$ cat src/ssc_consts.svh
// register offsets, field positions, reset values and timing figures of the shutter block
`ifndef SSC_CONSTS_SVH
`define SSC_CONSTS_SVH

// register offsets on the plain register port
`define SSC_OFS_OSC_CFG      16'h3a99
`define SSC_OFS_SHT_CFG      16'h3a9c
`define SSC_OFS_IRQ_STATUS   16'h3aa0
`define SSC_OFS_IRQ_CLEAR    16'h3aa1
`define SSC_OFS_IRQ_ENABLE   16'h3aa2
`define SSC_OFS_VARIANT_CFG  16'h3aa3
`define SSC_OFS_STATE        16'h3aa4

// field positions
`define SSC_BIT_EXT_CTRL     6
`define SSC_BIT_BY_REQUEST   1
`define SSC_BIT_VARIANT      0
`define SSC_BIT_OPEN_STATUS  4
`define SSC_BIT_CLOSE_STATUS 3

// interrupt status layout
`define SSC_IRQ_ACTION       0
`define SSC_IRQ_OVERHEAT     1
`define SSC_IRQ_START_REJ    2
`define SSC_IRQ_SLOW         3
`define SSC_IRQ_W            4

// reset values
`define SSC_RST_OSC_CFG      8'h00
`define SSC_RST_SHT_CFG      8'h00
`define SSC_RST_VARIANT_CFG  8'h00
`define SSC_RST_IRQ          4'h0

// alarm numbers, 12 bits wide
`define SSC_ALM_NONE         12'h000
`define SSC_ALM_ACTION       12'hfe1
`define SSC_ALM_OVERHEAT     12'hff7
`define SSC_ALM_START_REJ    12'hffe

// timing figures in milliseconds, clock rate in kHz
`define SSC_CLK_KHZ          40000
`define SSC_T_MOVE_MIN_MS    500
`define SSC_T_MOVE_MAX_MS    600
`define SSC_T_FAIL_MS        1000
`define SSC_MOVE_MIN_CYC     (`SSC_T_MOVE_MIN_MS * `SSC_CLK_KHZ)
`define SSC_MOVE_MAX_CYC     (`SSC_T_MOVE_MAX_MS * `SSC_CLK_KHZ)
`define SSC_FAIL_CYC         (`SSC_T_FAIL_MS * `SSC_CLK_KHZ)

`endif

$ cat src/ssc_pkg.sv
// types shared by the shutter status and control block
package ssc_pkg;

  // register port request
  typedef struct packed {
    logic [15:0] addr;
    logic [7:0]  wdata;
    logic        wr;
    logic        rd;
  } ssc_reg_req_type;

  // discrete inputs from the oscillator and the ladder-logic controller
  typedef struct packed {
    logic open_sense;
    logic closed_sense;
    logic overheat;
    logic shutter_interlock_n;
    logic shutter_open_request;
    logic program_shutter_gas_command;
    logic oscillation_state;
    logic state_a;
    logic start_request;
  } ssc_pins_type;

  // observed shutter position
  typedef enum logic [1:0] {
    SSC_CLOSED,
    SSC_OPEN,
    SSC_MOVING
  } ssc_pos_type;

endpackage

$ cat src/ssc_top.sv
// shutter status reporting, control-source selection and oscillator interlocks
`include "ssc_consts.svh"

// What this block does
// - open gives open=1 closed=0; closed gives 0,1; transition gives equal bits.
// - open and closed status sit on bits 4 and 3 of the status byte.
// - a normal transition lasts 500 to 600 ms before the final encoding.
// - abnormal shutter operation raises alarm 4065.
// - shutter overheating raises alarm 4087.
// - external-control bit 6 set: shutter follows the open request, else program command.
// - by-request bit 1 set: shutter follows request, program command drives gas only.
// - first variant opens the shutter only in the oscillation state.
// - second variant may also open the shutter in the state_a state.
// - second variant refuses oscillator start with shutter open and raises an alarm.
// - interlock input low blocks every shutter open command.
module ssc_top #(
  parameter int FAIL_CYCLES     = `SSC_FAIL_CYC,
  parameter int MOVE_MIN_CYCLES = `SSC_MOVE_MIN_CYC,
  parameter int MOVE_MAX_CYCLES = `SSC_MOVE_MAX_CYC
) (
  // clock, reset, enable
  input  wire logic                     ref_clk_i,
  input  wire logic                     rst_i,
  input  wire logic                     ce_i,
  // register port
  input  wire ssc_pkg::ssc_reg_req_type reg_req_i,
  output logic                   [7:0]  rd_data_o,
  // discrete inputs
  input  wire ssc_pkg::ssc_pins_type    pins_i,
  // status to the ladder-logic controller
  output logic                   [7:0]  status_byte_o,
  output logic                          shutter_open_status_o,
  output logic                          shutter_closed_status_o,
  // oscillator drive
  output logic                          shutter_drive_o,
  output logic                          assist_gas_o,
  output logic                          osc_start_o,
  // alarms and interrupt
  output logic                   [11:0] alarm_code_o,
  output logic                          irq_o
);
  import ssc_pkg::*;

  ssc_pins_type         pins_s;
  ssc_pos_type          pos;
  ssc_pos_type          next_pos;
  logic           [7:0] osc_cfg;
  logic           [7:0] sht_cfg;
  logic           [7:0] variant_cfg;
  logic           [3:0] irq_status;
  logic           [3:0] irq_enable;
  logic           [3:0] irq_event;
  logic           [31:0] move_cycles;
  logic                 ext_ctrl;
  logic                 by_request;
  logic                 variant_b;
  logic                 open_cmd;
  logic                 open_allowed;
  logic                 overheat_q;
  logic                 start_q;
  logic                 start_edge;
  logic                 start_rej;
  logic                 fail_hit;
  logic                 fail_seen;
  logic                 slow_hit;
  logic                 slow_seen;
  logic                 last_fast;

  // decodes a register write to one offset
  function automatic logic wr_hit(input ssc_reg_req_type r, input logic [15:0] ofs);
    return r.wr && (r.addr == ofs);
  endfunction

  // every asynchronous pin passes the three-stage synchroniser
  ssc_sync #(
    .W ($bits(ssc_pins_type))
  ) u_sync (
    .ref_clk_i (ref_clk_i),
    .rst_i     (rst_i),
    .ce_i      (ce_i),
    .async_i   (pins_i),
    .sync_o    (pins_s)
  );

  // time spent in the moving position
  ssc_timer u_move_timer (
    .ref_clk_i (ref_clk_i),
    .rst_i     (rst_i),
    .ce_i      (ce_i),
    .run_i     (pos == SSC_MOVING),
    .count_o   (move_cycles)
  );

  // configuration registers
  always_ff @(posedge ref_clk_i) begin
    if (rst_i) begin
      osc_cfg     <= `SSC_RST_OSC_CFG;
      sht_cfg     <= `SSC_RST_SHT_CFG;
      variant_cfg <= `SSC_RST_VARIANT_CFG;
    end else if (ce_i) begin
      if (wr_hit(reg_req_i, `SSC_OFS_OSC_CFG)) begin
        osc_cfg <= reg_req_i.wdata;
      end
      if (wr_hit(reg_req_i, `SSC_OFS_SHT_CFG)) begin
        sht_cfg <= reg_req_i.wdata;
      end
      if (wr_hit(reg_req_i, `SSC_OFS_VARIANT_CFG)) begin
        variant_cfg <= reg_req_i.wdata;
      end
    end
  end

  assign ext_ctrl   = osc_cfg[`SSC_BIT_EXT_CTRL];
  assign by_request = sht_cfg[`SSC_BIT_BY_REQUEST];
  assign variant_b  = variant_cfg[`SSC_BIT_VARIANT];

  // choose the shutter command source
  always_comb begin
    if (ext_ctrl || by_request) begin
      open_cmd = pins_s.shutter_open_request;
    end else begin
      open_cmd = pins_s.program_shutter_gas_command;
    end
  end

  // oscillator-state and interlock permission to open
  always_comb begin
    if (!pins_s.shutter_interlock_n) begin
      open_allowed = 1'b0;
    end else if (variant_b) begin
      open_allowed = pins_s.oscillation_state | pins_s.state_a;
    end else begin
      open_allowed = pins_s.oscillation_state;
    end
  end

  // shutter and assist gas drive
  always_ff @(posedge ref_clk_i) begin
    if (rst_i) begin
      shutter_drive_o <= 1'b0;
      assist_gas_o    <= 1'b0;
    end else if (ce_i) begin
      shutter_drive_o <= open_cmd & open_allowed;
      assist_gas_o    <= pins_s.program_shutter_gas_command & ~ext_ctrl;
    end
  end

  // position decode from both sensors sampled together
  always_comb begin
    unique case ({pins_s.open_sense, pins_s.closed_sense})
      2'b10:   next_pos = SSC_OPEN;
      2'b01:   next_pos = SSC_CLOSED;
      default: next_pos = SSC_MOVING;
    endcase
  end

  always_ff @(posedge ref_clk_i) begin
    if (rst_i) begin
      pos <= SSC_MOVING;
    end else if (ce_i) begin
      pos <= next_pos;
    end
  end

  // both status bits and the status byte update in the same edge
  always_ff @(posedge ref_clk_i) begin
    if (rst_i) begin
      shutter_open_status_o   <= 1'b0;
      shutter_closed_status_o <= 1'b0;
      status_byte_o           <= 8'h00;
    end else if (ce_i) begin
      shutter_open_status_o   <= pins_s.open_sense;
      shutter_closed_status_o <= pins_s.closed_sense;
      status_byte_o                        <= 8'h00;
      status_byte_o[`SSC_BIT_OPEN_STATUS]  <= pins_s.open_sense;
      status_byte_o[`SSC_BIT_CLOSE_STATUS] <= pins_s.closed_sense;
    end
  end

  // transition timing: slow beyond the normal span, failed at one second
  assign slow_hit = (pos == SSC_MOVING) && (move_cycles == 32'(MOVE_MAX_CYCLES));
  assign fail_hit = (pos == SSC_MOVING) && (move_cycles == 32'(FAIL_CYCLES));

  always_ff @(posedge ref_clk_i) begin
    if (rst_i) begin
      fail_seen <= 1'b0;
      slow_seen <= 1'b0;
      last_fast <= 1'b0;
    end else if (ce_i) begin
      fail_seen <= fail_hit;
      slow_seen <= slow_hit;
      // remember a transition that ended before the normal minimum
      if ((pos == SSC_MOVING) && (next_pos != SSC_MOVING)) begin
        last_fast <= (move_cycles < 32'(MOVE_MIN_CYCLES));
      end
    end
  end

  // oscillator start request and its refusal
  always_ff @(posedge ref_clk_i) begin
    if (rst_i) begin
      start_q    <= 1'b0;
      overheat_q <= 1'b0;
    end else if (ce_i) begin
      start_q    <= pins_s.start_request;
      overheat_q <= pins_s.overheat;
    end
  end

  assign start_edge = pins_s.start_request & ~start_q;
  assign start_rej  = start_edge & variant_b & (pos == SSC_OPEN);

  always_ff @(posedge ref_clk_i) begin
    if (rst_i) begin
      osc_start_o <= 1'b0;
    end else if (ce_i) begin
      osc_start_o <= start_edge & ~start_rej;
    end
  end

  // alarm events
  always_comb begin
    irq_event                     = 4'h0;
    irq_event[`SSC_IRQ_ACTION]    = fail_seen;
    irq_event[`SSC_IRQ_OVERHEAT]  = pins_s.overheat & ~overheat_q;
    irq_event[`SSC_IRQ_START_REJ] = start_rej;
    irq_event[`SSC_IRQ_SLOW]      = slow_seen;
  end

  // latest alarm number
  always_ff @(posedge ref_clk_i) begin
    if (rst_i) begin
      alarm_code_o <= `SSC_ALM_NONE;
    end else if (ce_i) begin
      if (irq_event[`SSC_IRQ_OVERHEAT]) begin
        alarm_code_o <= `SSC_ALM_OVERHEAT;
      end else if (irq_event[`SSC_IRQ_ACTION]) begin
        alarm_code_o <= `SSC_ALM_ACTION;
      end else if (irq_event[`SSC_IRQ_START_REJ]) begin
        alarm_code_o <= `SSC_ALM_START_REJ;
      end
    end
  end

  // sticky status, a new event wins over a clear in the same cycle
  always_ff @(posedge ref_clk_i) begin
    if (rst_i) begin
      irq_status <= `SSC_RST_IRQ;
    end else if (ce_i) begin
      if (wr_hit(reg_req_i, `SSC_OFS_IRQ_CLEAR)) begin
        irq_status <= (irq_status & ~reg_req_i.wdata[3:0]) | irq_event;
      end else begin
        irq_status <= irq_status | irq_event;
      end
    end
  end

  // interrupt enable register
  always_ff @(posedge ref_clk_i) begin
    if (rst_i) begin
      irq_enable <= `SSC_RST_IRQ;
    end else if (ce_i && wr_hit(reg_req_i, `SSC_OFS_IRQ_ENABLE)) begin
      irq_enable <= reg_req_i.wdata[3:0];
    end
  end

  // level interrupt
  always_ff @(posedge ref_clk_i) begin
    if (rst_i) begin
      irq_o <= 1'b0;
    end else if (ce_i) begin
      irq_o <= |(irq_status & irq_enable);
    end
  end

  // read data, valid in the cycle after the read strobe
  always_ff @(posedge ref_clk_i) begin
    if (rst_i) begin
      rd_data_o <= 8'h00;
    end else if (ce_i) begin
      rd_data_o <= 8'h00;
      if (reg_req_i.rd) begin
        unique case (reg_req_i.addr)
          `SSC_OFS_OSC_CFG:     rd_data_o <= osc_cfg;
          `SSC_OFS_SHT_CFG:     rd_data_o <= sht_cfg;
          `SSC_OFS_VARIANT_CFG: rd_data_o <= variant_cfg;
          `SSC_OFS_IRQ_STATUS:  rd_data_o <= {4'h0, irq_status};
          `SSC_OFS_IRQ_ENABLE:  rd_data_o <= {4'h0, irq_enable};
          `SSC_OFS_STATE:       rd_data_o <= {3'h0, last_fast, open_allowed, shutter_drive_o,
                                              shutter_open_status_o, shutter_closed_status_o};
          default:              rd_data_o <= 8'h00;
        endcase
      end
    end
  end

endmodule

$ cat src/ssc_sync.sv
// three-stage input synchroniser that accepts a change once stages two and three agree
module ssc_sync #(
  parameter int W = 1
) (
  // clock, reset, enable
  input  wire logic         ref_clk_i,
  input  wire logic         rst_i,
  input  wire logic         ce_i,
  // asynchronous in, clean out
  input  wire logic [W-1:0] async_i,
  output logic      [W-1:0] sync_o
);

  genvar g;
  generate
    for (g = 0; g < W; g++) begin : gen_bit
      logic s1;
      logic s2;
      logic s3;
      // stage chain; only stage two reads stage one
      always_ff @(posedge ref_clk_i) begin
        if (rst_i) begin
          s1 <= 1'b0;
          s2 <= 1'b0;
          s3 <= 1'b0;
        end else if (ce_i) begin
          s1 <= async_i[g];
          s2 <= s1;
          s3 <= s2;
        end
      end
      // take the level once the two later stages agree
      always_ff @(posedge ref_clk_i) begin
        if (rst_i) begin
          sync_o[g] <= 1'b0;
        end else if (ce_i && (s2 == s3)) begin
          sync_o[g] <= s3;
        end
      end
    end
  endgenerate

endmodule

$ cat src/ssc_timer.sv
// saturating cycle counter that runs while enabled and clears when not
module ssc_timer (
  // clock, reset, enable
  input  wire logic        ref_clk_i,
  input  wire logic        rst_i,
  input  wire logic        ce_i,
  // run control and elapsed count
  input  wire logic        run_i,
  output logic      [31:0] count_o
);

  // count up while running, hold at the top value
  always_ff @(posedge ref_clk_i) begin
    if (rst_i) begin
      count_o <= 32'h0000_0000;
    end else if (ce_i) begin
      if (!run_i) begin
        count_o <= 32'h0000_0000;
      end else if (count_o != 32'hffff_ffff) begin
        count_o <= count_o + 32'h0000_0001;
      end
    end
  end

endmodule

$ cat config.mk
export PLATFORM = sky130hd
export DESIGN_NAME = ssc_top
export DESIGN_NICKNAME = d
export VERILOG_FILES = /design/src/ssc_pkg.sv /design/src/ssc_top.sv /design/src/ssc_sync.sv /design/src/ssc_timer.sv
export VERILOG_INCLUDE_DIRS = /design/src
export SDC_FILE = /design/constraint.sdc
export NUM_CORES = 1
export LEC_CHECK = 0
export BUFFER_PORTS_ARGS = -buffer_cell sky130_fd_sc_hd__buf_2
export CAP_MARGIN = 5
export CORE_MARGIN = 4
export CORE_UTILIZATION = 50
export CTS_CLUSTER_SIZE = 16
export DETAILED_ROUTE_END_ITERATION = 10
export MAX_ROUTING_LAYER = met4
export PLACE_DENSITY_LB_ADDON = 0.3
export SLEW_MARGIN = 30
export SYNTH_ARGS = -nofsm -noshare
export SYNTH_HDL_FRONTEND = slang
export SYNTH_SLANG_ARGS = --single-unit
$ cat constraint.sdc
create_clock -name ref_clk_i -period 3.5 [get_ports ref_clk_i]
set_clock_uncertainty 0.1 [all_clocks]
set_input_delay 0.525 -clock ref_clk_i [delete_from_list [all_inputs] [get_ports ref_clk_i]]
set_output_delay 0.525 -clock ref_clk_i [all_outputs]
set_load 0.005 [all_outputs]
======== Yosys cells after proc, flatten, opt, wreduce, memory -nomap -nowiden ========
Cells that the tools add are included.
storage, ports and cells
  bits in registers ....................... 135
  bits of input ports ..................... 38
  output and inout port bits .............. 34
  word-level logic and storage cells ...... 140
operators by class
  add/sub/neg operators ................... 1
  magnitude comparators ................... 1
  equality and inequality tests ........... 25
  muxes and demuxes ....................... 12
  bitwise logic cells ..................... 17
  reduce and logical (&&, ||, !) cells .... 27
operator list
  cell                                                   count
  == test 16 x 14 -> 1 bit (second input constant)       7
  2-to-1 mux 32 bit                                      2
  case mux 8 bit (6 select lines)                        1
  2-to-1 mux 12 bit                                      3
  adder 32 x 1 -> 32 bit (second input constant)         1
  == test 32 x 25 -> 1 bit (second input constant)       1
  == test 32 x 26 -> 1 bit (second input constant)       1
  < comparator 32 x 25 -> 1 bit (second input constant)  1
  != test 32 bit (second input constant)                 1
  logical AND 1 bit                                      18
  AND reduction 2 bit                                    6
  == test 1 bit                                          9
  AND 4 bit                                              2
  2-to-1 mux 8 bit                                       1
  OR 4 bit                                               2
  AND 1 bit                                              7
  == test 2 x 1 -> 1 bit (second input constant)         2
  == test 2 bit (second input constant)                  2
  2-to-1 mux 4 bit                                       1
  != test 2 bit (second input constant)                  2
  NOT 1 bit                                              4
  NOT 4 bit                                              1
  case mux 2 bit (2 select lines)                        1
  OR reduction 4 bit                                     1
  other kinds (4)                                        6

======== Longest topological paths before layout ========
Gate-level depths: netlist of run 1.
  word-level depth ........................ 7
  depth in mapped cells ................... 7
  gate-level depth less buffers ........... 7

======== Modules after synthesis ========
Synthesis of run 1 repeated with hierarchy kept, for this count alone.
second synthesis, totals
  cells, all modules ...................... 706
  area, all modules ....................... 6,329.8 sq um
by module, submodules not included
  module     instances  cells an instance  area an instance (sq um)  sequential area each (sq um)
  ssc_top    1          330                3,035.4                   1,141.1
  ssc_timer  1          231                1,788.0                   640.6
  ssc_sync   1          145                1,506.4                   720.7

======== Worst setup path before layout of run 1 ========
OpenSTA, ideal clock, no wires.
  kind .................................... input to register
  from .................................... input port reg_req_i[10] (netlist name)
  to ...................................... register sht_cfg[0]
  library setup time ...................... 0.132 ns
  arrival time ............................ 1.964 ns
  required time ........................... 3.268 ns
  path slack .............................. 1.304 ns
  cell stages on the path ................. 6
  path buffers ............................ 1
  path through ............................ clkbuf_1 > or4bb_1 > nor4_2 > nand2_1 > nand2_1 > a21oi_1
between the ends
  cells in the longest elaborated chain, start to end .. 3
RTL lines
  item                           RTL line        text
  from (decl)                    ssc_top.sv:26   input wire ssc_pkg::ssc_reg_req_type reg_req_i,
  == test 16 x 14 -> 1 bit       ssc_top.sv:71   return r.wr && (r.addr == ofs);
  logical AND 1 bit              ssc_top.sv:71
  AND reduction 2 bit (no line)  --
  to (signal assigned)           ssc_top.sv:98   sht_cfg <= `SSC_RST_SHT_CFG;
  to (signal assigned)           ssc_top.sv:105  sht_cfg <= reg_req_i.wdata;
  to (decl)                      ssc_top.sv:48   logic [7:0] sht_cfg;
No other way between the ends.
A chain may end at the register's enable or synchronous reset.

======== Worst setup path after layout of run 1 ========
  from .................................... register u_move_timer.count_o[3]
  to ...................................... register u_move_timer.count_o[21]
between the ends
  cells in the longest elaborated chain, start to end .. 3
  elaborated cells between the ends (all ways) .. 6
  those cells by class .................... 1 x add/sub; 2 x eq/ne; 2 x mux; 1 x reduce/logical
RTL lines
  item                                                      RTL line                          text
  from (decl)                                               ssc_timer.sv:9                    output logic [31:0] count_o
  from (signal assigned)                                    ssc_timer.sv:20                   count_o <= count_o + 32'h0000_0001;
  adder 32 x 1 -> 32 bit or != test 32 bit (tied branches)  ssc_timer.sv:20, ssc_timer.sv:19
  2-to-1 mux 32 bit or != test 2 bit (tied branches)        --
  2-to-1 mux 32 bit or AND reduction 2 bit (tied branches)  --
Several ways; a longest one is shown, not always the timed one. The select of a mux whose other input is x is not followed.

==> flow_summary_export.csv, run 1 <==
group,metric,value,unit
drt,wl_per_cell,16.65,um
yosys,synthFlopType,"dfxtp_1",
yosys,synth_cell_type_count,61,
sta,hold_viol,0,
clock_tree,path_clk_slew,60,ps
clock_tree,clk_latency,420,ps
yosys,yosys_warnings,0,
sta,fin_worst_hold_slack,244.5,ps
job,cap_violations,0,
setup_path,required,3740,ps
finish,final.fill_count,1028,
clock_tree,root_buffer,"clkbuf_16",
floorplan,die_w,117.2,um
worst_hold_path,hp-class,"in -> reg",
finish,design_area,6840,um^2
finish,layout_commonest_cell,"dfxtp_1",
finish,final_nets,781,
worst_hold_path,min_path_cells,3,
drt,dr.pass1.iters,5,
global_routing,grt_first_pass_wirelength,25.01,mm
yosys,synth_top_area_share,42.01,%
placed_design,routabilityCongestion,0.8810,
finish,post_route_cells_drive_above_1_share,15.94,%
yosys,synth-adder-area-share,0.6301,%
clock_tree,htreeDepth,4,
yosys,synthTopCellsByArea,"dfxtp_1, mux2i_1, a21oi_1",
setup_path,worst_r2r_endpoint,"u_move_timer.count_o[21]",
placed_design,place_inst,864,
sta,setup_ws,1126,ps
drt,drt_iter0_markers,504,
setup_path,endpoint_kind,"flop",
floorplan,core_area,11520,um^2
setup_path,critPathSlowestCell,"or4_1",
yosys,synth_top_area_cell,"dfxtp_1",
sta,relSlewSlack,51.70,%
finish,syn_to_final_growth,14.83,%
yosys,synthSimpleGateAreaFrac,27.75,%
drt,vias,5348,
drt,drt-vias-per-instance,5.969,
floorplan,initial_core_util,51.73,%
power_and_ir_drop,p_per_area,481.3,nW/um^2
sta,finalCritPeriodShare,67.83,%
drt,wl,14.92,mm
placed_design,preCtsSetupSlack,877.2,ps
global_routing,grtUsageTotal,23.74,%
floorplan,die-area,13720,um^2
yosys,syn_area,5957,um^2
yosys,muxShareOfSynthArea,7.057,%
sta,fin_crit,2374,ps
setup_path,path_cells,"nand4_4 -> nor3_4 -> nand4_1 -> or4_1 -> a21oi_1",
floorplan,num_io_pins,72,
placed_design,postPlaceCellArea,6265,um^2
setup_path,path_class,"reg -> reg",
drt,route.detailed.drc,0,
floorplan,die_y,117.2,um
drt,drtAntennaViolNets,0,
placed_design,io_buffers,65,
global_routing,grt_max_degree,73,
clock_tree,post_cts_buffers,0,
clock_tree,cts_tree,"built",
setup_path,rrSetupSlack,1130,ps
clock_tree,cts_hold_buf,0,
global_routing,gr-total-overflow,0,
sta,tightest_slew,724.5,ps
setup_path,r2r-start,"u_move_timer.count_o[3]",
global_routing,antenna_found_initial,0,
sta,setup_viol,0,
clock_tree,clk_path_buf_depth,2,
clock_tree,cts_resized,0,
power_and_ir_drop,ir_drop,0.0003603,V
setup_path,reg2reg_depth,5,
yosys,seq_area_frac_synth,42.01,%
yosys,synth_top_family_by_area,"simple AND/OR/NAND/NOR gates",
yosys,synthXorXnorAreaFrac,0.2941,%
sta,rsz0062_at_grt,"false",
setup_path,path_max_fanout,12,
worst_hold_path,hold_start,"pins_i[3]",
finish,final_cells,896,
sta,clock.fmax,421.2,MHz
clock_tree,clkSinkCount,125,
yosys,async_flop_share,0,%
setup_path,slowest_delay,600,ps
global_routing,grt_pass1_vias,5129,
yosys,synth_edf_count,0,
floorplan,rows,39,
yosys,synth_compound_area_share,16.76,%
outcome,status,"finished clean",
worst_hold_path,hold_end,"u_sync.gen_bit[3].s1",
clock_tree,cts_buffers,17,
yosys,syn_inst,695,
setup_path,critPathLaunchType,"flop",
sta,finalMaxSlewViolations,0,
sta,fin_tns_setup,0,ps
setup_path,cp.arrival,2610,ps
finish,diodes,0,
power_and_ir_drop,leakagePower,2.663,nW
placed_design,dp_hpwl,10.36,mm
yosys,synth.avg_cell_area,8.571,um^2
yosys,synth.ff_latch_count,125,
finish,layout_common_cells,"dfxtp_1, nand2_1, a21oi_1",
-- per-stage QoR --
step	total power [mW]	utilization (%)
floorplan	1.571	-
global placement	1.617	54.40
detailed placement	1.621	54.40
CTS	3.315	59.40
global route	3.406	59.40
finish	3.292	59.40
-- power by group --
group	switching (mW)	total (mW)	internal, mW	leakage, nW
Combinational	0.0920	0.144	0.0519	1.39
Sequential	0.0102	1.45	1.44	1.01
Clock	0.652	1.70	1.05	0.266
Total	0.754	3.29	2.54	2.66
-- synth_stat cells, types with 10 or more instances --
library cell	count
o21ai_0	35
inv_1	11
clkbuf_1	24
dfxtp_1	125
nand2_1	89
or3_1	15
nand4_1	12
mux2i_1	42
a21oi_1	78
or4_1	17
o31ai_1	13
buf_4	16
nand3_1	26
a21o_1	10
nor2_1	56
-- state kept, by name (all words and copies together), names as in the netlist, 2 cells and up --
signal                flops
u_move_timer.count_o     32
u_sync.gen_bit.s1         9
u_sync.gen_bit.s2         9
u_sync.gen_bit.s3         9
u_sync.sync_o             9
osc_cfg                   8
rd_data_o                 8
sht_cfg                   8
variant_cfg               8
alarm_code_o              4
irq_enable                4
irq_status                4
pos                       2
-- layout make-up --
class,instances,area (um^2),area share [%]
clock buffers,19,432.9,6.329
clock inverters,13,142.6,2.085
inverters,11,41.29,0.6036
multi-input cells,511,3149,46.04
flip-flops and latches,125,2502,36.58
well taps,143,178.9,2.616
repair buffers,74,392.9,5.744
-- critical path: cells and delay by family (launching register included) --
kind / cells / cell delay (ps)
and+or+nand+nor: 4 / 1550
DFF: 1 / 480
AOI/OAI and AO/OA: 1 / 170
-- logic make-up after synthesis --
kind of cell | Yosys count
XOR/XNOR | 2
AND/OR/NAND/NOR | 289
buffers and inverters | 64
multiplexers | 42
other | 1
flip-flops | 125
adder cells (fa/ha/maj) | 3
AO/OA/AOI/OAI | 169
-- per-layer routing --
metal | vias up | part of all wire [%] | track usage (%)
met3 | 30 | 6.9 | 5.861
met2 | 190 | 46 | 34.95
li1 | 2604 | - | -
met4 | 0 | 2.1 | 9.480
met5 | - | 0 | -
met1 | 2524 | 45 | 31.35
-- worst max path at each step --
stage	startpoint	end	slack [ps]	cells after the start
2_1_floorplan	reg_req_i[10]	sht_cfg[0]	1300	6
3_3_place_gp	reg_req_i[24]	rd_data_o[2]	950	6
3_5_place_dp	reg_req_i[10]	sht_cfg[0]	880	6
4_1_cts	u_move_timer.count_o[3]	u_move_timer.count_o[21]	1140	5
5_1_grt	u_move_timer.count_o[3]	u_move_timer.count_o[21]	890	5
6_report	u_move_timer.count_o[3]	u_move_timer.count_o[21]	1130	5
Power figures use the tool's default switching activity.
==> run 2: changes to the inputs <==
- clock period: 3.5 -> 2.2 ns (I/O delays scaled with it)
==> run 2 against run 1 <==
  * Non-clock buffer count is 23 higher
  * Cell count rose by 2.3%
  * Core utilization grew 1.6 points
  * Power rose by 56%
  * Critical path depth is 1 higher
  * Clock-buffer cell count up 5
  * Critical endpoint is now u_move_timer.count_o[1]
  * Largest power group unchanged
==> flow_summary_export.csv, run 2 (synthesis gave the netlist of run 1 again) <==
group,metric,value,unit
clock_tree,path_clk_slew,50,ps
drt,wl_per_cell,16.48,um
sta,relSlewSlack,66.07,%
finish,final.fill_count,986,
finish,post_route_cells_drive_above_1_share,18.48,%
sta,finalCritPeriodShare,96.12,%
finish,seqCellArea,2506,um^2
floorplan,die_w,117.2,um
worst_hold_path,hp-class,"in -> reg",
clock_tree,root_buffer,"clkbuf_16",
setup_path,startpoint,"u_move_timer.count_o[9]",
setup_path,required,2390,ps
drt,wl,15.12,mm
setup_path,path_class,"reg -> reg",
clock_tree,cts_tree,"built",
placed_design,io_buffers,65,
worst_hold_path,hold_end,"u_sync.gen_bit[1].s1",
setup_path,endpoint_kind,"flop",
drt,vias,5489,
finish,largest_reg_flops,32,
setup_path,cp.arrival,2300,ps
sta,hold_viol,0,
drt,route.detailed.drc,0,
floorplan,die_y,117.2,um
global_routing,gr-total-overflow,0,
global_routing,antenna_found_initial,0,
drt,drtAntennaViolNets,0,
finish,diodes,0,
sta,tightest_slew,505.9,ps
power_and_ir_drop,power.share.sequential,44.9,%
finish,regMostFlops,"u_move_timer.count_o",
global_routing,grt_pass1_vias,5227,
drt,dr.pass1.iters,6,
finish,final_nets,804,
clock_tree,clkSinkCount,125,
clock_tree,post_cts_buffers,0,
clock_tree,htreeDepth,4,
clock_tree,clk_path_buf_depth,2,
power_and_ir_drop,p_switching,1.127,mW
worst_hold_path,min_path_cells,3,
setup_path,r2r-start,"u_move_timer.count_o[9]",
power_and_ir_drop,p_per_area,730.8,nW/um^2
power_and_ir_drop,power_frac_comb,4.7,%
clock_tree,cts_hold_buf,0,
sta,rsz0062_at_grt,"false",
floorplan,die-area,13720,um^2
setup_path,path_max_fanout,8,
power_and_ir_drop,intPower,4.005,mW
setup_path,critPathLaunchType,"flop",
clock_tree,cts_buffers,17,
global_routing,grt_max_degree,55,
power_and_ir_drop,switching_share,21.95,%
placed_design,dp_hpwl,10.68,mm
global_routing,grtUsageTotal,23.69,%
floorplan,core_area,11520,um^2
power_and_ir_drop,pwr-share-clk,50.4,%
placed_design,routabilityCongestion,0.9130,
job,cap_violations,0,
drt,drt-vias-per-instance,5.986,
power_and_ir_drop,ir_drop,0.0005471,V
floorplan,initial_core_util,51.73,%
setup_path,rrSetupSlack,90,ps
setup_path,worst_r2r_endpoint,"u_move_timer.count_o[1]",
sta,fin_tns_setup,0,ps
outcome,status,"finished clean",
floorplan,rows,39,
setup_path,reg2reg_depth,6,
clock_tree,clk_latency,420,ps
drt,drt_iter0_markers,597,
sta,fin_worst_hold_slack,52.12,ps
finish,syn_to_final_growth,17.90,%
sta,clock.fmax,472.9,MHz
floorplan,num_io_pins,72,
finish,multiInputGateArea,3162,um^2
sta,setup_viol,0,
finish,layout_common_cells,"dfxtp_1, nand2_1, a21oi_1",
sta,finalMaxSlewViolations,0,
finish,layout_commonest_cell,"dfxtp_1",
global_routing,grt_first_pass_wirelength,25.04,mm
worst_hold_path,hold_start,"pins_i[1]",
power_and_ir_drop,leakagePower,2.777,nW
sta,fin_crit,2115,ps
## run 2: cell count changes in the layout (fill, tap and decap cells not counted), moves of 3 or more
cell / delta
dfxtp_2: +3
clkbuf_8: +3
buf_4: +21
dfxtp_1: -3
## run 2: layout make-up
class	count	area share, %
Clock buffer	24	6.859
Clock inverter	6	0.8908
Inverter	11	0.5879
Multi-Input combinational cell	511	45.02
Sequential cell	125	35.68
Tap cell	143	2.548
Timing Repair Buffer	97	8.409
## run 2: power groups by stage
stage / registers [mW] / clock network (mW) / logic [mW]
after floorplan: 2.35 / 0 / 0.152
after global placement: 2.35 / 0 / 0.235
after detailed placement: 2.35 / 0 / 0.239
after CTS: 2.30 / 2.61 / 0.240
after global routing: 2.31 / 2.72 / 0.266
final: 2.31 / 2.58 / 0.242
## run 2: critical path, cell delays in order (launching register included)
cell,delay [ps]
dfxtp_1,440
nand4_2,200
or3_4,440
nor4_4,410
buf_4,220
nand4b_1,120
a21oi_1,70
## run 2: how the worst max path moves through the flow
stage | to | slack, ps | depth (start not counted)
finish | u_move_timer.count_o[1] | 90 | 6
global route | u_move_timer.count_o[2] | 8 | 6
CTS | u_move_timer.count_o[1] | 70 | 7
detailed placement | rd_data_o[0] | -10 | 6
global placement | rd_data_o[0] | 80 | 6
floorplan | sht_cfg[0] | 200 | 6
## run 2: through the flow
stage          util (%)  instances  worst slack [ps]  total power, mW  area [um^2]
3_5_place_dp      56.12        887            -11.00            2.591         6462
3_3_place_gp      56.12        887             80.44            2.585         6462
5_1_grt           60.98        917             8.157            5.293         7023
6_report          60.98        917             85.41            5.132         7023
2_1_floorplan         -        700             198.6            2.499         5976
4_1_cts           60.84        917             67.56            5.158         7007
## run 2: layer usage
layer	wire [um]	global-route usage [%]
met5	0	-
met4	282	9.786
met3	964	5.707
met2	7175	35.97
met1	6693	30.31
## run 2: what timing repair did
| action | in CTS | in global routing |
|---|---|---|
| hold endpoints to repair | 0 | 0 |
| setup endpoints to repair | 0 | 19 |
| resized for setup | 0 | 5 |
